--- config.mk ---
export PLATFORM = sky130hd
export DESIGN_NAME = tpu_timer
export DESIGN_NICKNAME = d
export VERILOG_FILES = /design/src/inc/tpu_pkg.sv /design/src/hw/tpu_timer.sv /design/src/hw/tpu_edge_sync.sv
export SDC_FILE = /design/constraint.sdc
export NUM_CORES = 1
export LEC_CHECK = 0
export ABC_CLOCK_PERIOD_IN_PS = 6900
export BUFFER_PORTS_ARGS = -buffer_cell sky130_fd_sc_hd__buf_2
export CAP_MARGIN = 20
export CORE_MARGIN = 2
export CORE_UTILIZATION = 45
export DETAILED_ROUTE_END_ITERATION = 8
export PLACE_DENSITY = 0.69
export RECOVER_POWER = 100
export SYNTH_ARGS = -nofsm -noshare
export SYNTH_HDL_FRONTEND = slang
export SYNTH_HIERARCHICAL = 1
export SYNTH_SLANG_ARGS = --single-unit
--- constraint.sdc ---
create_clock -name i_clk -period 6.9 [get_ports i_clk]
set_clock_uncertainty 0.2 [all_clocks]
set_input_delay 2.07 -clock i_clk [delete_from_list [all_inputs] [get_ports i_clk]]
set_output_delay 2.07 -clock i_clk [all_outputs]
set_load 0.03 [all_outputs]
--- src/inc/tpu_pkg.sv ---
// tpu_pkg: register map, field layout and constants of the timer unit
// assumes: byte-wide register port, one bus clock
package tpu_pkg;
  // ---------------------------------------------------------------
  // register offsets
  // ---------------------------------------------------------------
  localparam logic [7:0] TSC_ADDR = 8'h00;
  localparam logic [7:0] CNTH_ADDR = 8'h01;
  localparam logic [7:0] CNTL_ADDR = 8'h02;
  localparam logic [7:0] MODH_ADDR = 8'h03;
  localparam logic [7:0] MODL_ADDR = 8'h04;
  localparam logic [7:0] CH_BASE = 8'h05;
  localparam logic [7:0] CH_STRIDE = 8'h03;
  localparam logic [7:0] CH_VH_OFS = 8'h01;
  localparam logic [7:0] CH_VL_OFS = 8'h02;
  // ---------------------------------------------------------------
  // field positions
  // ---------------------------------------------------------------
  localparam int FLAG_BIT = 7;
  localparam int IE_BIT = 6;
  localparam int CAS_BIT = 5;
  localparam int CLKS_LSB = 3;
  localparam int PS_LSB = 0;
  localparam int MB_BIT = 5;
  localparam int MA_BIT = 4;
  localparam int ELB_BIT = 3;
  localparam int ELA_BIT = 2;
  // ---------------------------------------------------------------
  // encodings and values
  // ---------------------------------------------------------------
  localparam logic [1:0] CLK_OFF = 2'h0;
  localparam logic [1:0] CLK_BUS = 2'h1;
  localparam logic [1:0] CLK_FIX = 2'h2;
  localparam logic [1:0] CLK_EXT = 2'h3;
  localparam int PSC_W = 7;
  localparam logic [15:0] CNT_ZERO = 16'h0000;
  localparam logic [15:0] CNT_FULL = 16'hFFFF;
  localparam logic [15:0] CNT_ONE = 16'h0001;
  localparam logic [7:0] BYTE_ZERO = 8'h00;
endpackage : tpu_pkg

--- src/hw/tpu_timer.sv ---
// tpu_timer: 16-bit timer counter with buffered channel value registers
// assumes: byte register port, read data one cycle after read strobe,
// counting clocks no faster than the bus clock, external one below 1/4
`timescale 1ns/1ns
module tpu_timer import tpu_pkg::*; #(
  parameter int NCH = 2
) (
  input wire logic i_clk,
  input wire logic i_rstn,
  input wire logic [7:0] i_addr,
  input wire logic [7:0] i_wdata,
  input wire logic i_we,
  input wire logic i_re,
  output logic [7:0] o_rdata,
  input wire logic i_debug,
  input wire logic i_fixed_clk,
  input wire logic i_ext_clk,
  input wire logic [NCH-1:0] i_ch_pin,
  output logic [NCH-1:0] o_ch_out,
  output logic [NCH-1:0] o_ch_oe,
  output logic o_ovf_irq,
  output logic [NCH-1:0] o_ch_irq
);
  // ---------------------------------------------------------------
  // state
  // ---------------------------------------------------------------
  typedef struct packed {
    logic ovf, ovf_arm, ovf_ie, cas, down;
    logic [1:0] clks;
    logic [2:0] ps;
    logic [PSC_W-1:0] psc;
    logic [15:0] cnt, modv, cnt_buf;
    logic cnt_lat, cnt_hi_first;
    logic [NCH-1:0] ev, ev_arm, ie, mb, ma, elb, ela;
    logic [NCH-1:0] wh, wl, wpend, rlat, rhi, out, pin_q;
    logic [NCH-1:0][15:0] cval, wbuf, rbuf;
    logic [7:0] rdata;
  } tpu_state_s;

  tpu_state_s s;
  tpu_state_s n;
  logic [1:0] rst_q;
  logic rst_n;
  logic [1:0] clk_rise;
  logic [15:0] tc;
  logic src, psc_end, tick, ovf_evt, pwm_load;
  logic [NCH-1:0] sel_sc, sel_vh, sel_vl, cap, cmp, edge_aligned_pwm, cap_hit, match;

  // ---------------------------------------------------------------
  // reset release and clock synchronisers
  // ---------------------------------------------------------------
  // reset released through two flops
  always_ff @(posedge i_clk or negedge i_rstn) begin
    if (!i_rstn) begin
      rst_q <= 2'h0;
    end else begin
      rst_q <= {rst_q[0], 1'b1};
    end
  end
  assign rst_n = rst_q[1];

  tpu_edge_sync #(.WIDTH(2)) u_sync (
    .i_clk(i_clk),
    .i_rstn(rst_n),
    .i_d({i_ext_clk, i_fixed_clk}),
    .o_rise(clk_rise)
  );

  // ---------------------------------------------------------------
  // per-channel decode
  // ---------------------------------------------------------------
  // mode decode, center select overrides
  generate
    for (genvar g = 0; g < NCH; g++) begin : g_dec
      localparam logic [7:0] BASE = 8'(CH_BASE + CH_STRIDE * g);
      assign sel_sc[g] = (i_addr == BASE);
      assign sel_vh[g] = (i_addr == 8'(BASE + CH_VH_OFS));
      assign sel_vl[g] = (i_addr == 8'(BASE + CH_VL_OFS));
      assign cap[g] = !s.cas && !s.mb[g] && !s.ma[g];
      assign cmp[g] = !s.cas && !s.mb[g] && s.ma[g];
      assign edge_aligned_pwm[g] = !s.cas && s.mb[g];
    end
  endgenerate

  // ---------------------------------------------------------------
  // counter clocking
  // ---------------------------------------------------------------
  assign tc = (s.modv == CNT_ZERO) ? CNT_FULL : s.modv;

  always_comb begin
    unique case (s.clks)
      CLK_BUS: src = 1'b1;
      CLK_FIX: src = clk_rise[0];
      CLK_EXT: src = clk_rise[1];
      CLK_OFF: src = 1'b0;
    endcase
  end
  assign psc_end = (s.psc == PSC_W'((8'h01 << s.ps) - 8'h01));
  // counter frozen while debug mode holds
  assign tick = src && psc_end && !i_debug;

  // ---------------------------------------------------------------
  // next state
  // ---------------------------------------------------------------
  always_comb begin
    n = s;
    n.rdata = BYTE_ZERO;
    ovf_evt = 1'b0;
    pwm_load = 1'b0;
    if (src && !i_debug) begin
      n.psc = psc_end ? '0 : PSC_W'(s.psc + 1'b1);
    end
    // counter step
    if (tick) begin
      if (!s.cas) begin
        if (s.cnt == tc) begin
          n.cnt = CNT_ZERO;
          ovf_evt = 1'b1;
        end else begin
          n.cnt = s.cnt + CNT_ONE;
        end
      end else if (!s.down) begin
        if (s.cnt == tc) begin
          n.down = 1'b1;
          n.cnt = s.cnt - CNT_ONE;
          ovf_evt = 1'b1;
        end else begin
          n.cnt = s.cnt + CNT_ONE;
        end
      end else if (s.cnt == CNT_ZERO) begin
        n.down = 1'b0;
        n.cnt = CNT_ONE;
      end else begin
        n.cnt = s.cnt - CNT_ONE;
      end
      pwm_load = !s.down && (s.cnt != tc) && (n.cnt == tc);
    end

    // timer status/control access
    if (i_re && i_addr == TSC_ADDR) begin
      n.rdata = {s.ovf, s.ovf_ie, s.cas, s.clks, s.ps};
      n.ovf_arm = s.ovf;
    end
    if (i_we && i_addr == TSC_ADDR) begin
      n.ovf_ie = i_wdata[IE_BIT];
      n.cas = i_wdata[CAS_BIT];
      n.clks = i_wdata[CLKS_LSB +: 2];
      n.ps = i_wdata[PS_LSB +: 3];
      if (s.ovf_arm && !i_wdata[FLAG_BIT]) begin
        n.ovf = 1'b0;
        n.ovf_arm = 1'b0;
      end
    end
    // set wins over a clear in the same cycle
    if (ovf_evt) begin
      n.ovf = 1'b1;
    end

    // counter read with coherent byte pair
    if (i_re && (i_addr == CNTH_ADDR || i_addr == CNTL_ADDR)) begin
      if (s.cnt_lat) begin
        n.rdata = (i_addr == CNTH_ADDR) ? s.cnt_buf[15:8] : s.cnt_buf[7:0];
        if ((i_addr == CNTH_ADDR) != s.cnt_hi_first) begin
          n.cnt_lat = 1'b0;
        end
      end else begin
        n.rdata = (i_addr == CNTH_ADDR) ? s.cnt[15:8] : s.cnt[7:0];
        n.cnt_buf = s.cnt;
        n.cnt_lat = 1'b1;
        n.cnt_hi_first = (i_addr == CNTH_ADDR);
      end
    end
    // counter write clears count and latch
    if (i_we && (i_addr == CNTH_ADDR || i_addr == CNTL_ADDR)) begin
      n.cnt = CNT_ZERO;
      n.psc = '0;
      n.down = 1'b0;
      n.cnt_lat = 1'b0;
    end
    // modulus bytes
    if (i_re && i_addr == MODH_ADDR) begin
      n.rdata = s.modv[15:8];
    end
    if (i_re && i_addr == MODL_ADDR) begin
      n.rdata = s.modv[7:0];
    end
    if (i_we && i_addr == MODH_ADDR) begin
      n.modv[15:8] = i_wdata;
    end
    if (i_we && i_addr == MODL_ADDR) begin
      n.modv[7:0] = i_wdata;
    end

    // channels
    for (int i = 0; i < NCH; i++) begin
      n.pin_q[i] = i_ch_pin[i];
      cap_hit[i] = cap[i] && ((s.ela[i] && i_ch_pin[i] && !s.pin_q[i])
                   || (s.elb[i] && !i_ch_pin[i] && s.pin_q[i]));
      match[i] = tick && !cap[i] && (n.cnt == s.cval[i]);
      if (cap_hit[i]) begin
        n.cval[i] = s.cnt;
      end
      if (cmp[i] && match[i]) begin
        unique case ({s.elb[i], s.ela[i]})
          2'h1: n.out[i] = !s.out[i];
          2'h2: n.out[i] = 1'b0;
          2'h3: n.out[i] = 1'b1;
          2'h0: n.out[i] = s.out[i];
        endcase
      end
      // pwm edges, polarity from edge_level_a
      if (edge_aligned_pwm[i] && ovf_evt) begin
        n.out[i] = !s.ela[i];
      end
      if ((edge_aligned_pwm[i] || (s.cas && !n.down)) && match[i]) begin
        n.out[i] = s.ela[i];
      end
      if (s.cas && n.down && match[i]) begin
        n.out[i] = !s.ela[i];
      end

      if (s.wpend[i] && cmp[i] && tick) begin
        n.cval[i] = s.wbuf[i];
        n.wpend[i] = 1'b0;
      end
      if (s.wpend[i] && (edge_aligned_pwm[i] || s.cas) && pwm_load) begin
        n.cval[i] = s.wbuf[i];
        n.wpend[i] = 1'b0;
      end

      if (i_we && (sel_vh[i] || sel_vl[i]) && !cap[i]) begin
        if (i_debug) begin
          if (sel_vh[i]) begin
            n.cval[i][15:8] = i_wdata;
          end else begin
            n.cval[i][7:0] = i_wdata;
          end
        end else begin
          if (sel_vh[i]) begin
            n.wbuf[i][15:8] = i_wdata;
            n.wh[i] = 1'b1;
          end else begin
            n.wbuf[i][7:0] = i_wdata;
            n.wl[i] = 1'b1;
          end
          if (n.wh[i] && n.wl[i]) begin
            n.wh[i] = 1'b0;
            n.wl[i] = 1'b0;
            if (s.clks == CLK_OFF) begin
              n.cval[i] = n.wbuf[i];
              n.wpend[i] = 1'b0;
            end else begin
              n.wpend[i] = 1'b1;
            end
          end
        end
      end

      // value byte reads, live by default
      if (i_re && (sel_vh[i] || sel_vl[i])) begin
        n.rdata = sel_vh[i] ? s.cval[i][15:8] : s.cval[i][7:0];
        if (cap[i] && !i_debug) begin
          if (s.rlat[i]) begin
            n.rdata = sel_vh[i] ? s.rbuf[i][15:8] : s.rbuf[i][7:0];
            if (sel_vh[i] != s.rhi[i]) begin
              n.rlat[i] = 1'b0;
            end
          end else begin
            n.rbuf[i] = s.cval[i];
            n.rlat[i] = 1'b1;
            n.rhi[i] = sel_vh[i];
          end
        end
      end

      // channel status/control
      if (i_re && sel_sc[i]) begin
        n.rdata = {s.ev[i], s.ie[i], s.mb[i], s.ma[i], s.elb[i], s.ela[i], 2'h0};
        n.ev_arm[i] = s.ev[i];
      end
      if (i_we && sel_sc[i]) begin
        n.ie[i] = i_wdata[IE_BIT];
        n.mb[i] = i_wdata[MB_BIT];
        n.ma[i] = i_wdata[MA_BIT];
        n.elb[i] = i_wdata[ELB_BIT];
        n.ela[i] = i_wdata[ELA_BIT];
        if (s.ev_arm[i] && !i_wdata[FLAG_BIT]) begin
          n.ev[i] = 1'b0;
          n.ev_arm[i] = 1'b0;
        end
        n.rlat[i] = 1'b0;
        n.wh[i] = 1'b0;
        n.wl[i] = 1'b0;
      end
      // match flags even with output off
      if (cap_hit[i] || match[i]) begin
        n.ev[i] = 1'b1;
      end
    end
  end

  always_ff @(posedge i_clk or negedge rst_n) begin
    if (!rst_n) begin
      s <= '0;
    end else begin
      s <= n;
    end
  end

  // ---------------------------------------------------------------
  // outputs
  // ---------------------------------------------------------------
  assign o_rdata = s.rdata;
  assign o_ovf_irq = s.ovf && s.ovf_ie;
  assign o_ch_irq = s.ev & s.ie;
  assign o_ch_out = s.out;
  // pin released when edge/level is 00
  assign o_ch_oe = (s.elb | s.ela) & ~cap;
endmodule : tpu_timer

--- src/hw/tpu_edge_sync.sv ---
// tpu_edge_sync: two-flop synchroniser with rising-edge pulse out
// assumes: inputs asynchronous to i_clk, reset already synchronised
`timescale 1ns/1ns
module tpu_edge_sync import tpu_pkg::*; #(
  parameter int WIDTH = 2
) (
  input wire logic i_clk,
  input wire logic i_rstn,
  input wire logic [WIDTH-1:0] i_d,
  output logic [WIDTH-1:0] o_rise
);
  typedef struct packed {
    logic [WIDTH-1:0] meta;
    logic [WIDTH-1:0] sync;
    logic [WIDTH-1:0] last;
  } tpu_sync_s;

  tpu_sync_s s;
  tpu_sync_s next_s;

  // shift chain; meta is read only by sync
  always_comb begin
    next_s.meta = i_d;
    next_s.sync = s.meta;
    next_s.last = s.sync;
  end

  always_ff @(posedge i_clk or negedge i_rstn) begin
    if (!i_rstn) begin
      s <= '0;
    end else begin
      s <= next_s;
    end
  end

  // one pulse per rising edge of the synchronised level
  assign o_rise = s.sync & ~s.last;
endmodule : tpu_edge_sync

==> run_summary.xml, run 1 <==
<?xml version="1.0" encoding="UTF-8"?>
<metrics>
  <group name="logic_synthesis">
    <metric name="synthMostInstantiatedCell" unit="">sky130_fd_sc_hd__dfrtp_1</metric>
    <metric name="yosys.area.top_type" unit="">sky130_fd_sc_hd__dfrtp_1</metric>
    <metric name="synthesis.area" unit="µm²">13520</metric>
    <metric name="synth_common_cells" unit="">sky130_fd_sc_hd__dfrtp_1, sky130_fd_sc_hd__mux2_2, sky130_fd_sc_hd__nand2_1</metric>
    <metric name="synth.net_count" unit="">1412</metric>
    <metric name="synth_async_sr_flop_share" unit="%">100.0</metric>
    <metric name="synthesis.instances" unit="">1384</metric>
    <metric name="dominantRegCellSynth" unit="">sky130_fd_sc_hd__dfrtp_1</metric>
    <metric name="synthesis.area_per_instance" unit="µm²">9.767</metric>
    <metric name="count_of_warnings_emitted_by_yosys" unit="">6</metric>
    <metric name="ys_types" unit="">89</metric>
    <metric name="yosysTopAreaCellShare" unit="%">38.32</metric>
    <metric name="synth_sequential_area_ratio" unit="%">38.32</metric>
    <metric name="post_synth_main_area_contributors" unit="">sky130_fd_sc_hd__dfrtp_1, sky130_fd_sc_hd__mux2_2, sky130_fd_sc_hd__mux4_2</metric>
    <metric name="synth_enable_flop_cells" unit="">0</metric>
    <metric name="synth_seq_cells" unit="">207</metric>
  </group>
  <group name="cells_and_area">
    <metric name="layout-drive-gt1-share" unit="%">19.19</metric>
    <metric name="instances_no_fill" unit="">1777</metric>
    <metric name="final.fill_count" unit="">2766</metric>
    <metric name="finish.utilization" unit="%">49.56</metric>
    <metric name="syn_to_final_growth" unit="%">8.664</metric>
    <metric name="final_area" unit="µm²">14690</metric>
    <metric name="num-nets-final" unit="">1398</metric>
  </group>
  <group name="drt">
    <metric name="detail_route.iter0.violations" unit="">1631</metric>
    <metric name="route.final.wire_length" unit="µm">47430</metric>
    <metric name="detail_route.drc_violations" unit="">0</metric>
    <metric name="dr_total_vias" unit="">12097</metric>
    <metric name="route.detailed.wl_per_inst" unit="µm">26.69</metric>
    <metric name="ant_nets" unit="">0</metric>
    <metric name="vias_per_cell" unit="">6.808</metric>
    <metric name="drt-pass1-iter-count" unit="">6</metric>
  </group>
  <group name="die">
    <metric name="fp.coreArea" unit="µm²">29640</metric>
    <metric name="num_rows" unit="">63</metric>
    <metric name="initial_core_util" unit="%">45.61</metric>
    <metric name="die-area" unit="µm²">31440</metric>
    <metric name="chipHeight" unit="µm">177.3</metric>
    <metric name="die_w" unit="µm">177.3</metric>
    <metric name="boundary_pin_count" unit="">40</metric>
  </group>
  <group name="global_route">
    <metric name="globalRoute.totalOverflow" unit="">0</metric>
    <metric name="grt_first_pass_wirelength" unit="µm">71370</metric>
    <metric name="antenna_found_initial" unit="">1</metric>
    <metric name="first_global_vias" unit="">11224</metric>
    <metric name="gr-usage-all-layers" unit="%">30.07</metric>
    <metric name="grt_max_degree" unit="">79</metric>
  </group>
  <group name="placed_design">
    <metric name="finalWeightedCongestion" unit="">0.9887</metric>
    <metric name="placed_area" unit="µm²">14000</metric>
    <metric name="detailed_place_hpwl" unit="µm">33850</metric>
    <metric name="dpl.cell_count" unit="">1733</metric>
    <metric name="io_buffers" unit="">39</metric>
    <metric name="detailedPlace.worstSlack" unit="ns">0.8659</metric>
  </group>
  <group name="critical_path">
    <metric name="cp_cell_sequence" unit="">buf_2 -&gt; or4_1 -&gt; nor3_1 -&gt; and3_1 -&gt; clkbuf_1 -&gt; or3_1 -&gt; o21ai_0 -&gt; a2111oi_0 -&gt; o2111ai_1 -&gt; a2111oi_2 -&gt; mux2_1</metric>
    <metric name="critical_path_class" unit="">input port to flop</metric>
    <metric name="cp_data_arrival_time" unit="ns">6.59</metric>
    <metric name="max_stage_delay" unit="ns">1.00</metric>
    <metric name="timing.critical_path.max_delay_family" unit="">simple AND/OR/NAND/NOR gates</metric>
    <metric name="cp_bufs_invs" unit="">2</metric>
    <metric name="cp_slowest_cell" unit="">sky130_fd_sc_hd__clkbuf_1</metric>
    <metric name="element_type_at_the_critical_path_start" unit="">input port</metric>
    <metric name="setup.worst_path.end_class" unit="">flop</metric>
    <metric name="critical_path_required" unit="ns">7.13</metric>
    <metric name="critical_path.max_fanout" unit="">24</metric>
  </group>
  <group name="sta">
    <metric name="hold_slack" unit="ns">0.1481</metric>
    <metric name="worst_pin_slew" unit="ns">2.575</metric>
    <metric name="maxClockFrequency" unit="MHz">157.3</metric>
    <metric name="setup_tns" unit="ns">0</metric>
    <metric name="drv_slew" unit="">210</metric>
    <metric name="unrepaired_setup_endpoints_after_global_routing" unit="">false</metric>
    <metric name="timing.slew.headroom" unit="%">-71.66</metric>
    <metric name="fin_crit_sh" unit="%">92.15</metric>
    <metric name="final_hold_viols" unit="">0</metric>
    <metric name="finalSetupViolCount" unit="">0</metric>
    <metric name="timing.final.crit_period" unit="ns">6.358</metric>
    <metric name="fin_ws" unit="ns">0.5417</metric>
  </group>
  <group name="cts">
    <metric name="htreeDepth" unit="">1</metric>
    <metric name="cts_hold_buffers" unit="">0</metric>
    <metric name="cts_made_buffers" unit="">24</metric>
    <metric name="postCtsSetupBuffers" unit="">0</metric>
    <metric name="worst_setup_hold_path_clk_slew" unit="ns">0.06</metric>
    <metric name="cts_tree" unit="">done</metric>
    <metric name="clock_tree.buffer_depth" unit="">3</metric>
    <metric name="latest_clock_arrival_within_the_worst_skew_pair" unit="ns">0.55</metric>
    <metric name="cts_num_sinks" unit="">207</metric>
    <metric name="clock-root-buffer" unit="">sky130_fd_sc_hd__clkbuf_16</metric>
    <metric name="cts.repair.resized" unit="">0</metric>
  </group>
  <group name="pwr">
    <metric name="post-layout-total-power" unit="mW">4.509</metric>
    <metric name="power.ir.vdd_worst" unit="V">0.0001956</metric>
    <metric name="powerDensity" unit="nW/µm²">307.0</metric>
    <metric name="p_leak" unit="nW">6.263</metric>
  </group>
  <group name="hold_path">
    <metric name="timing.hold.worst.class" unit="">flop to flop</metric>
  </group>
  <group name="run_status">
    <metric name="failed_checks" unit="">capacitance limit, slew limit</metric>
    <metric name="outcome" unit="">finished with violations</metric>
  </group>
  <group name="run">
    <metric name="timing.max_cap.violations" unit="">3</metric>
  </group>
</metrics>
## cells in the final DEF, fill, tap and decap left out, types with 16 or more instances in the layout
cell                        count
sky130_fd_sc_hd__mux4_2        24
sky130_fd_sc_hd__dfrtp_1      207
sky130_fd_sc_hd__mux2i_1       49
sky130_fd_sc_hd__mux2_2       126
sky130_fd_sc_hd__clkbuf_1      37
sky130_fd_sc_hd__o22ai_1       33
sky130_fd_sc_hd__clkbuf_16     24
sky130_fd_sc_hd__inv_1         26
sky130_fd_sc_hd__a211oi_1      24
sky130_fd_sc_hd__nand3_1       27
sky130_fd_sc_hd__and2_1        16
sky130_fd_sc_hd__nand4_1       18
sky130_fd_sc_hd__nor2_1        95
sky130_fd_sc_hd__or3_1         21
sky130_fd_sc_hd__nor3_1        39
sky130_fd_sc_hd__a21oi_1       51
sky130_fd_sc_hd__a22oi_1       21
sky130_fd_sc_hd__xnor2_1       37
sky130_fd_sc_hd__nand2_1      115
sky130_fd_sc_hd__buf_2         21
sky130_fd_sc_hd__xor2_1        17
sky130_fd_sc_hd__o21ai_0       58
sky130_fd_sc_hd__nor2b_1       16
sky130_fd_sc_hd__buf_4         25
sky130_fd_sc_hd__a31oi_1       16
## cell families after synthesis
| family | synth area share, % |
|---|---|
| xor+xnor | 3.499 |
| mux | 18.21 |
| fa+ha+maj | 0.2777 |
| simple gates | 16.74 |
| flops | 38.32 |
| other cells | 0.02774 |
| compound gates | 18.34 |
| buf+inv | 4.591 |
## final timing paths
kind / cells past startpoint / start / slack, ns / endpoint
max: 11 / i_addr[5] / 0.54 / o_ch_out[0]$_DFFE_PN0P_
min: 0 / u_sync/next_s[2]$_DFF_PN0_ / 0.15 / u_sync/next_s[0]$_DFF_PN0_
max reg2reg: 13 / s[154]$_DFFE_PN0P_ / 0.66 / s[86]$_DFF_PN0_
min reg2reg: 0 / u_sync/next_s[2]$_DFF_PN0_ / 0.15 / u_sync/next_s[0]$_DFF_PN0_
max in group asynchronous: 1 / rst_q[1]$_DFF_PN0_ / 2.59 / s[187]$_DFFE_PN0P_
min in group asynchronous: 0 / rst_q[1]$_DFF_PN0_ / 0.89 / s[67]$_DFFE_PN0P_
## flip-flops by register name, indices dropped and copies added, names as in the netlist
| register | cells |
|---|---|
| o_rdata | 8 |
| u_sync/s | 2 |
| o_ch_out | 2 |
| u_sync/next_s | 4 |
| rst_q | 2 |
| s | 189 |
## power by group
part	switching [mW]	internal [mW]	total, mW
clock network	0.524	0.742	1.27
registers	0.297	1.33	1.63
logic	1.02	0.602	1.62
## per-layer routing
layer / GRT usage [%] / wire length, µm / vias up
li1: - / - / 5163
met1: 41.56 / 19380 / 5975
met2: 45.01 / 20680 / 768
met3: 5.741 / 4602 / 191
met4: 15.40 / 2770 / 0
met5: 0 / 0 / -
## worst register-to-register path, delay by kind of cell (launching register included)
family,cells,cell delay (ns)
AO/OA/AOI/OAI,6,2.57
XOR/XNOR,1,0.25
flip-flops,1,0.51
buffers and inverters,1,0.24
AND/OR/NAND/NOR,5,2.37
## layout make-up
type / instances / area [µm²] / share of cell area (%)
repair buffers: 80 / 425.4 / 2.896
clock buffers: 33 / 654.4 / 4.455
well taps: 390 / 488.0 / 3.322
inverters: 26 / 97.59 / 0.6644
clock inverters: 9 / 126.4 / 0.8603
diodes: 1 / 2.502 / 0.01704
multi-input cells: 1031 / 7715 / 52.52
flip-flops and latches: 207 / 5180 / 35.26
No activity file was read; power rests on OpenSTA's default activity.
==> inputs of run 2 (changes only) <==
- CORE_UTILIZATION: 45 -> 59
- PLACE_DENSITY: 0.69 -> 0.84
==> run 2 against run 1 <==
Effect of this change:
- maximum frequency up 3.2%
- count of clock-buffer cells in the layout rose by 1
- total power down 0.40%
- worst setup slack improved by 0.20 ns
- sequential share of layout area increased by 0.35 points
- the run still ends with capacitance limit, slew limit left
- via count is essentially flat
- clock power barely moved
- routed wire length down 1.1%
==> run_summary.xml, run 2 (same netlist as run 1, synthesis figures left out) <==
<?xml version="1.0" encoding="UTF-8"?>
<metrics>
  <group name="placed_design">
    <metric name="finalWeightedCongestion" unit="">1.039</metric>
    <metric name="io_buffers" unit="">39</metric>
    <metric name="placed_area" unit="µm²">13840</metric>
    <metric name="detailedPlace.worstSlack" unit="ns">1.064</metric>
    <metric name="detailed_place_hpwl" unit="µm">33170</metric>
  </group>
  <group name="critical_path">
    <metric name="cp_slowest_cell" unit="">sky130_fd_sc_hd__nand4_1</metric>
    <metric name="cp_data_arrival_time" unit="ns">6.38</metric>
    <metric name="crit_top_cell" unit="">sky130_fd_sc_hd__xnor2_1</metric>
    <metric name="setup.worst_path.end_class" unit="">flop</metric>
    <metric name="element_type_at_the_critical_path_start" unit="">flop</metric>
    <metric name="critical_path_required" unit="ns">7.12</metric>
    <metric name="max_stage_delay" unit="ns">0.77</metric>
    <metric name="cp_cell_sequence" unit="">nor4_4 -&gt; a41oi_1 -&gt; xnor2_1 -&gt; nor4_1 -&gt; nand4_1 -&gt; nand2_1 -&gt; a32oi_1 -&gt; a211oi_1 -&gt; xnor2_1 -&gt; o2111ai_1 -&gt; a2111oi_2 -&gt; mux2_1</metric>
    <metric name="critical_path.max_fanout" unit="">16</metric>
    <metric name="critical_path_class" unit="">flop to flop</metric>
    <metric name="rrSetupSlack" unit="ns">0.74</metric>
  </group>
  <group name="sta">
    <metric name="worst_pin_slew" unit="ns">2.896</metric>
    <metric name="timing.final.crit_period" unit="ns">6.160</metric>
    <metric name="final_hold_viols" unit="">0</metric>
    <metric name="setup_tns" unit="ns">0</metric>
    <metric name="fin_crit_sh" unit="%">89.27</metric>
    <metric name="drv_slew" unit="">75</metric>
    <metric name="maxClockFrequency" unit="MHz">162.3</metric>
    <metric name="unrepaired_setup_endpoints_after_global_routing" unit="">false</metric>
    <metric name="fin_ws" unit="ns">0.7404</metric>
    <metric name="finalSetupViolCount" unit="">0</metric>
    <metric name="timing.slew.headroom" unit="%">-93.06</metric>
    <metric name="hold_slack" unit="ns">0.1477</metric>
  </group>
  <group name="pwr">
    <metric name="p_leak" unit="nW">6.259</metric>
    <metric name="p_sw_share" unit="%">40.31</metric>
    <metric name="power.share.combinational" unit="%">35.2</metric>
    <metric name="powerDensity" unit="nW/µm²">308.7</metric>
    <metric name="power.ir.vdd_worst" unit="V">0.0002493</metric>
    <metric name="post-layout-total-power" unit="mW">4.491</metric>
    <metric name="power_frac_seq" unit="%">36.6</metric>
    <metric name="power.clock.fraction" unit="%">28.2</metric>
    <metric name="p_switching" unit="mW">1.810</metric>
    <metric name="internal-power" unit="mW">2.681</metric>
  </group>
  <group name="drt">
    <metric name="route.final.wire_length" unit="µm">46900</metric>
    <metric name="drt-pass1-iter-count" unit="">7</metric>
    <metric name="dr_total_vias" unit="">12107</metric>
    <metric name="detail_route.drc_violations" unit="">0</metric>
    <metric name="met2_wirelength" unit="µm">20620</metric>
    <metric name="detail_route.iter0.violations" unit="">1576</metric>
    <metric name="top_layer_used" unit="">met4</metric>
    <metric name="route.detailed.wl_per_inst" unit="µm">28.15</metric>
    <metric name="met3RoutedLength" unit="µm">5525</metric>
    <metric name="vias_per_cell" unit="">7.267</metric>
    <metric name="ant_nets" unit="">0</metric>
    <metric name="met1Wirelength" unit="µm">17710</metric>
  </group>
  <group name="cells_and_area">
    <metric name="num-nets-final" unit="">1392</metric>
    <metric name="most-common-layout-cells" unit="">sky130_fd_sc_hd__dfrtp_1, sky130_fd_sc_hd__mux2_2, sky130_fd_sc_hd__nand2_1, sky130_fd_sc_hd__nor2_1, sky130_fd_sc_hd__o21ai_0</metric>
    <metric name="mostFrequentLayoutCell" unit="">sky130_fd_sc_hd__dfrtp_1</metric>
    <metric name="final.fill_count" unit="">1781</metric>
    <metric name="diodes" unit="">0</metric>
    <metric name="layout-drive-gt1-share" unit="%">18.97</metric>
    <metric name="largest_register_ff_count" unit="">189</metric>
    <metric name="syn_to_final_growth" unit="%">7.609</metric>
    <metric name="final_area" unit="µm²">14550</metric>
    <metric name="multi_input_gate_area_in_the_final_layout" unit="µm²">7721</metric>
    <metric name="register_area" unit="µm²">5180</metric>
    <metric name="largest_register" unit="">s</metric>
  </group>
  <group name="cts">
    <metric name="latest_clock_arrival_within_the_worst_skew_pair" unit="ns">0.53</metric>
    <metric name="clock_tree.buffer_depth" unit="">3</metric>
    <metric name="clock-root-buffer" unit="">sky130_fd_sc_hd__clkbuf_16</metric>
    <metric name="cts.repair.resized" unit="">0</metric>
    <metric name="worst_setup_hold_path_clk_slew" unit="ns">0.06</metric>
    <metric name="cts_tree" unit="">done</metric>
    <metric name="postCtsSetupBuffers" unit="">0</metric>
    <metric name="cts_hold_buffers" unit="">0</metric>
    <metric name="cts_num_sinks" unit="">207</metric>
    <metric name="htreeDepth" unit="">1</metric>
    <metric name="cts_made_buffers" unit="">23</metric>
  </group>
  <group name="global_route">
    <metric name="globalRoute.totalOverflow" unit="">0</metric>
    <metric name="grt_first_pass_wirelength" unit="µm">71360</metric>
    <metric name="antenna_found_initial" unit="">0</metric>
    <metric name="first_global_vias" unit="">11737</metric>
    <metric name="grt_max_degree" unit="">132</metric>
    <metric name="gr-usage-all-layers" unit="%">38.89</metric>
  </group>
  <group name="die">
    <metric name="die_w" unit="µm">155.4</metric>
    <metric name="fp.coreArea" unit="µm²">22570</metric>
    <metric name="die-area" unit="µm²">24140</metric>
    <metric name="initial_core_util" unit="%">59.89</metric>
    <metric name="chipHeight" unit="µm">155.4</metric>
    <metric name="boundary_pin_count" unit="">40</metric>
    <metric name="num_rows" unit="">55</metric>
  </group>
  <group name="run">
    <metric name="timing.max_cap.violations" unit="">1</metric>
  </group>
  <group name="run_status">
    <metric name="outcome" unit="">finished with violations</metric>
    <metric name="failed_checks" unit="">capacitance limit, slew limit</metric>
  </group>
  <group name="hold_path">
    <metric name="timing.hold.worst.class" unit="">flop to flop</metric>
  </group>
</metrics>
[run 2: changes by cell type in the layout (fill, tap and decap cells not counted), sizes merged]
| cell | change |
|---|---|
| buf | -1 |
| clkbuf | -3 |
| inv | +2 |
| clkinv | -3 |
| diode | -1 |
[run 2: stage by stage]
stage | utilization [%] | std cells
after floorplan | - | 1384
after global placement | 61.33 | 1623
after detailed placement | 61.33 | 1623
after CTS | 64.78 | 1665
after global routing | 64.45 | 1666
final | 64.45 | 1666
[run 2: power groups by stage]
stage | combinational (mW) | sequential, mW | clock (mW)
final | 1.58 | 1.65 | 1.27
after global routing | 1.67 | 1.64 | 1.32
after CTS | 1.53 | 1.62 | 1.27
after detailed placement | 1.52 | 1.64 | 0
after global placement | 1.51 | 1.63 | 0
after floorplan | 1.12 | 1.46 | 0
[run 2: worst paths after layout]
path / startpoint / to / depth (start not counted)
max in group asynchronous: rst_q[1]$_DFF_PN0_ / s[177]$_DFF_PN0_ / 1
max: s[154]$_DFFE_PN0P_ / o_ch_out[0]$_DFFE_PN0P_ / 12
max reg2reg: s[154]$_DFFE_PN0P_ / o_ch_out[0]$_DFFE_PN0P_ / 12
min in group asynchronous: rst_q[1]$_DFF_PN0_ / s[66]$_DFFE_PN0P_ / 0
min reg2reg: u_sync/next_s[3]$_DFF_PN0_ / u_sync/next_s[1]$_DFF_PN0_ / 0
min: u_sync/next_s[3]$_DFF_PN0_ / u_sync/next_s[1]$_DFF_PN0_ / 0
[run 2: area by class of cell]
class	instances	area share, %
clock buffer	34	4.585
timing repair buffer	75	2.838
sequential	207	35.61
inverter	26	0.6709
clock inverter	8	0.7655
multi-input combinational	1031	53.08
tap	285	2.451
[run 2: critical path, delay by kind of cell, from the launching register on]
kind	cells	cell delay [ns]
simple gates	4	2.61
compound gates	5	1.93
flops	1	0.51
xor+xnor	2	0.44
mux	1	0.36
[run 2: layer usage]
metal,vias up,GRT usage [%]
li1,5144,-
met1,5830,52.80
met2,916,59.48
met3,217,7.577
met4,0,20.49
met5,-,0
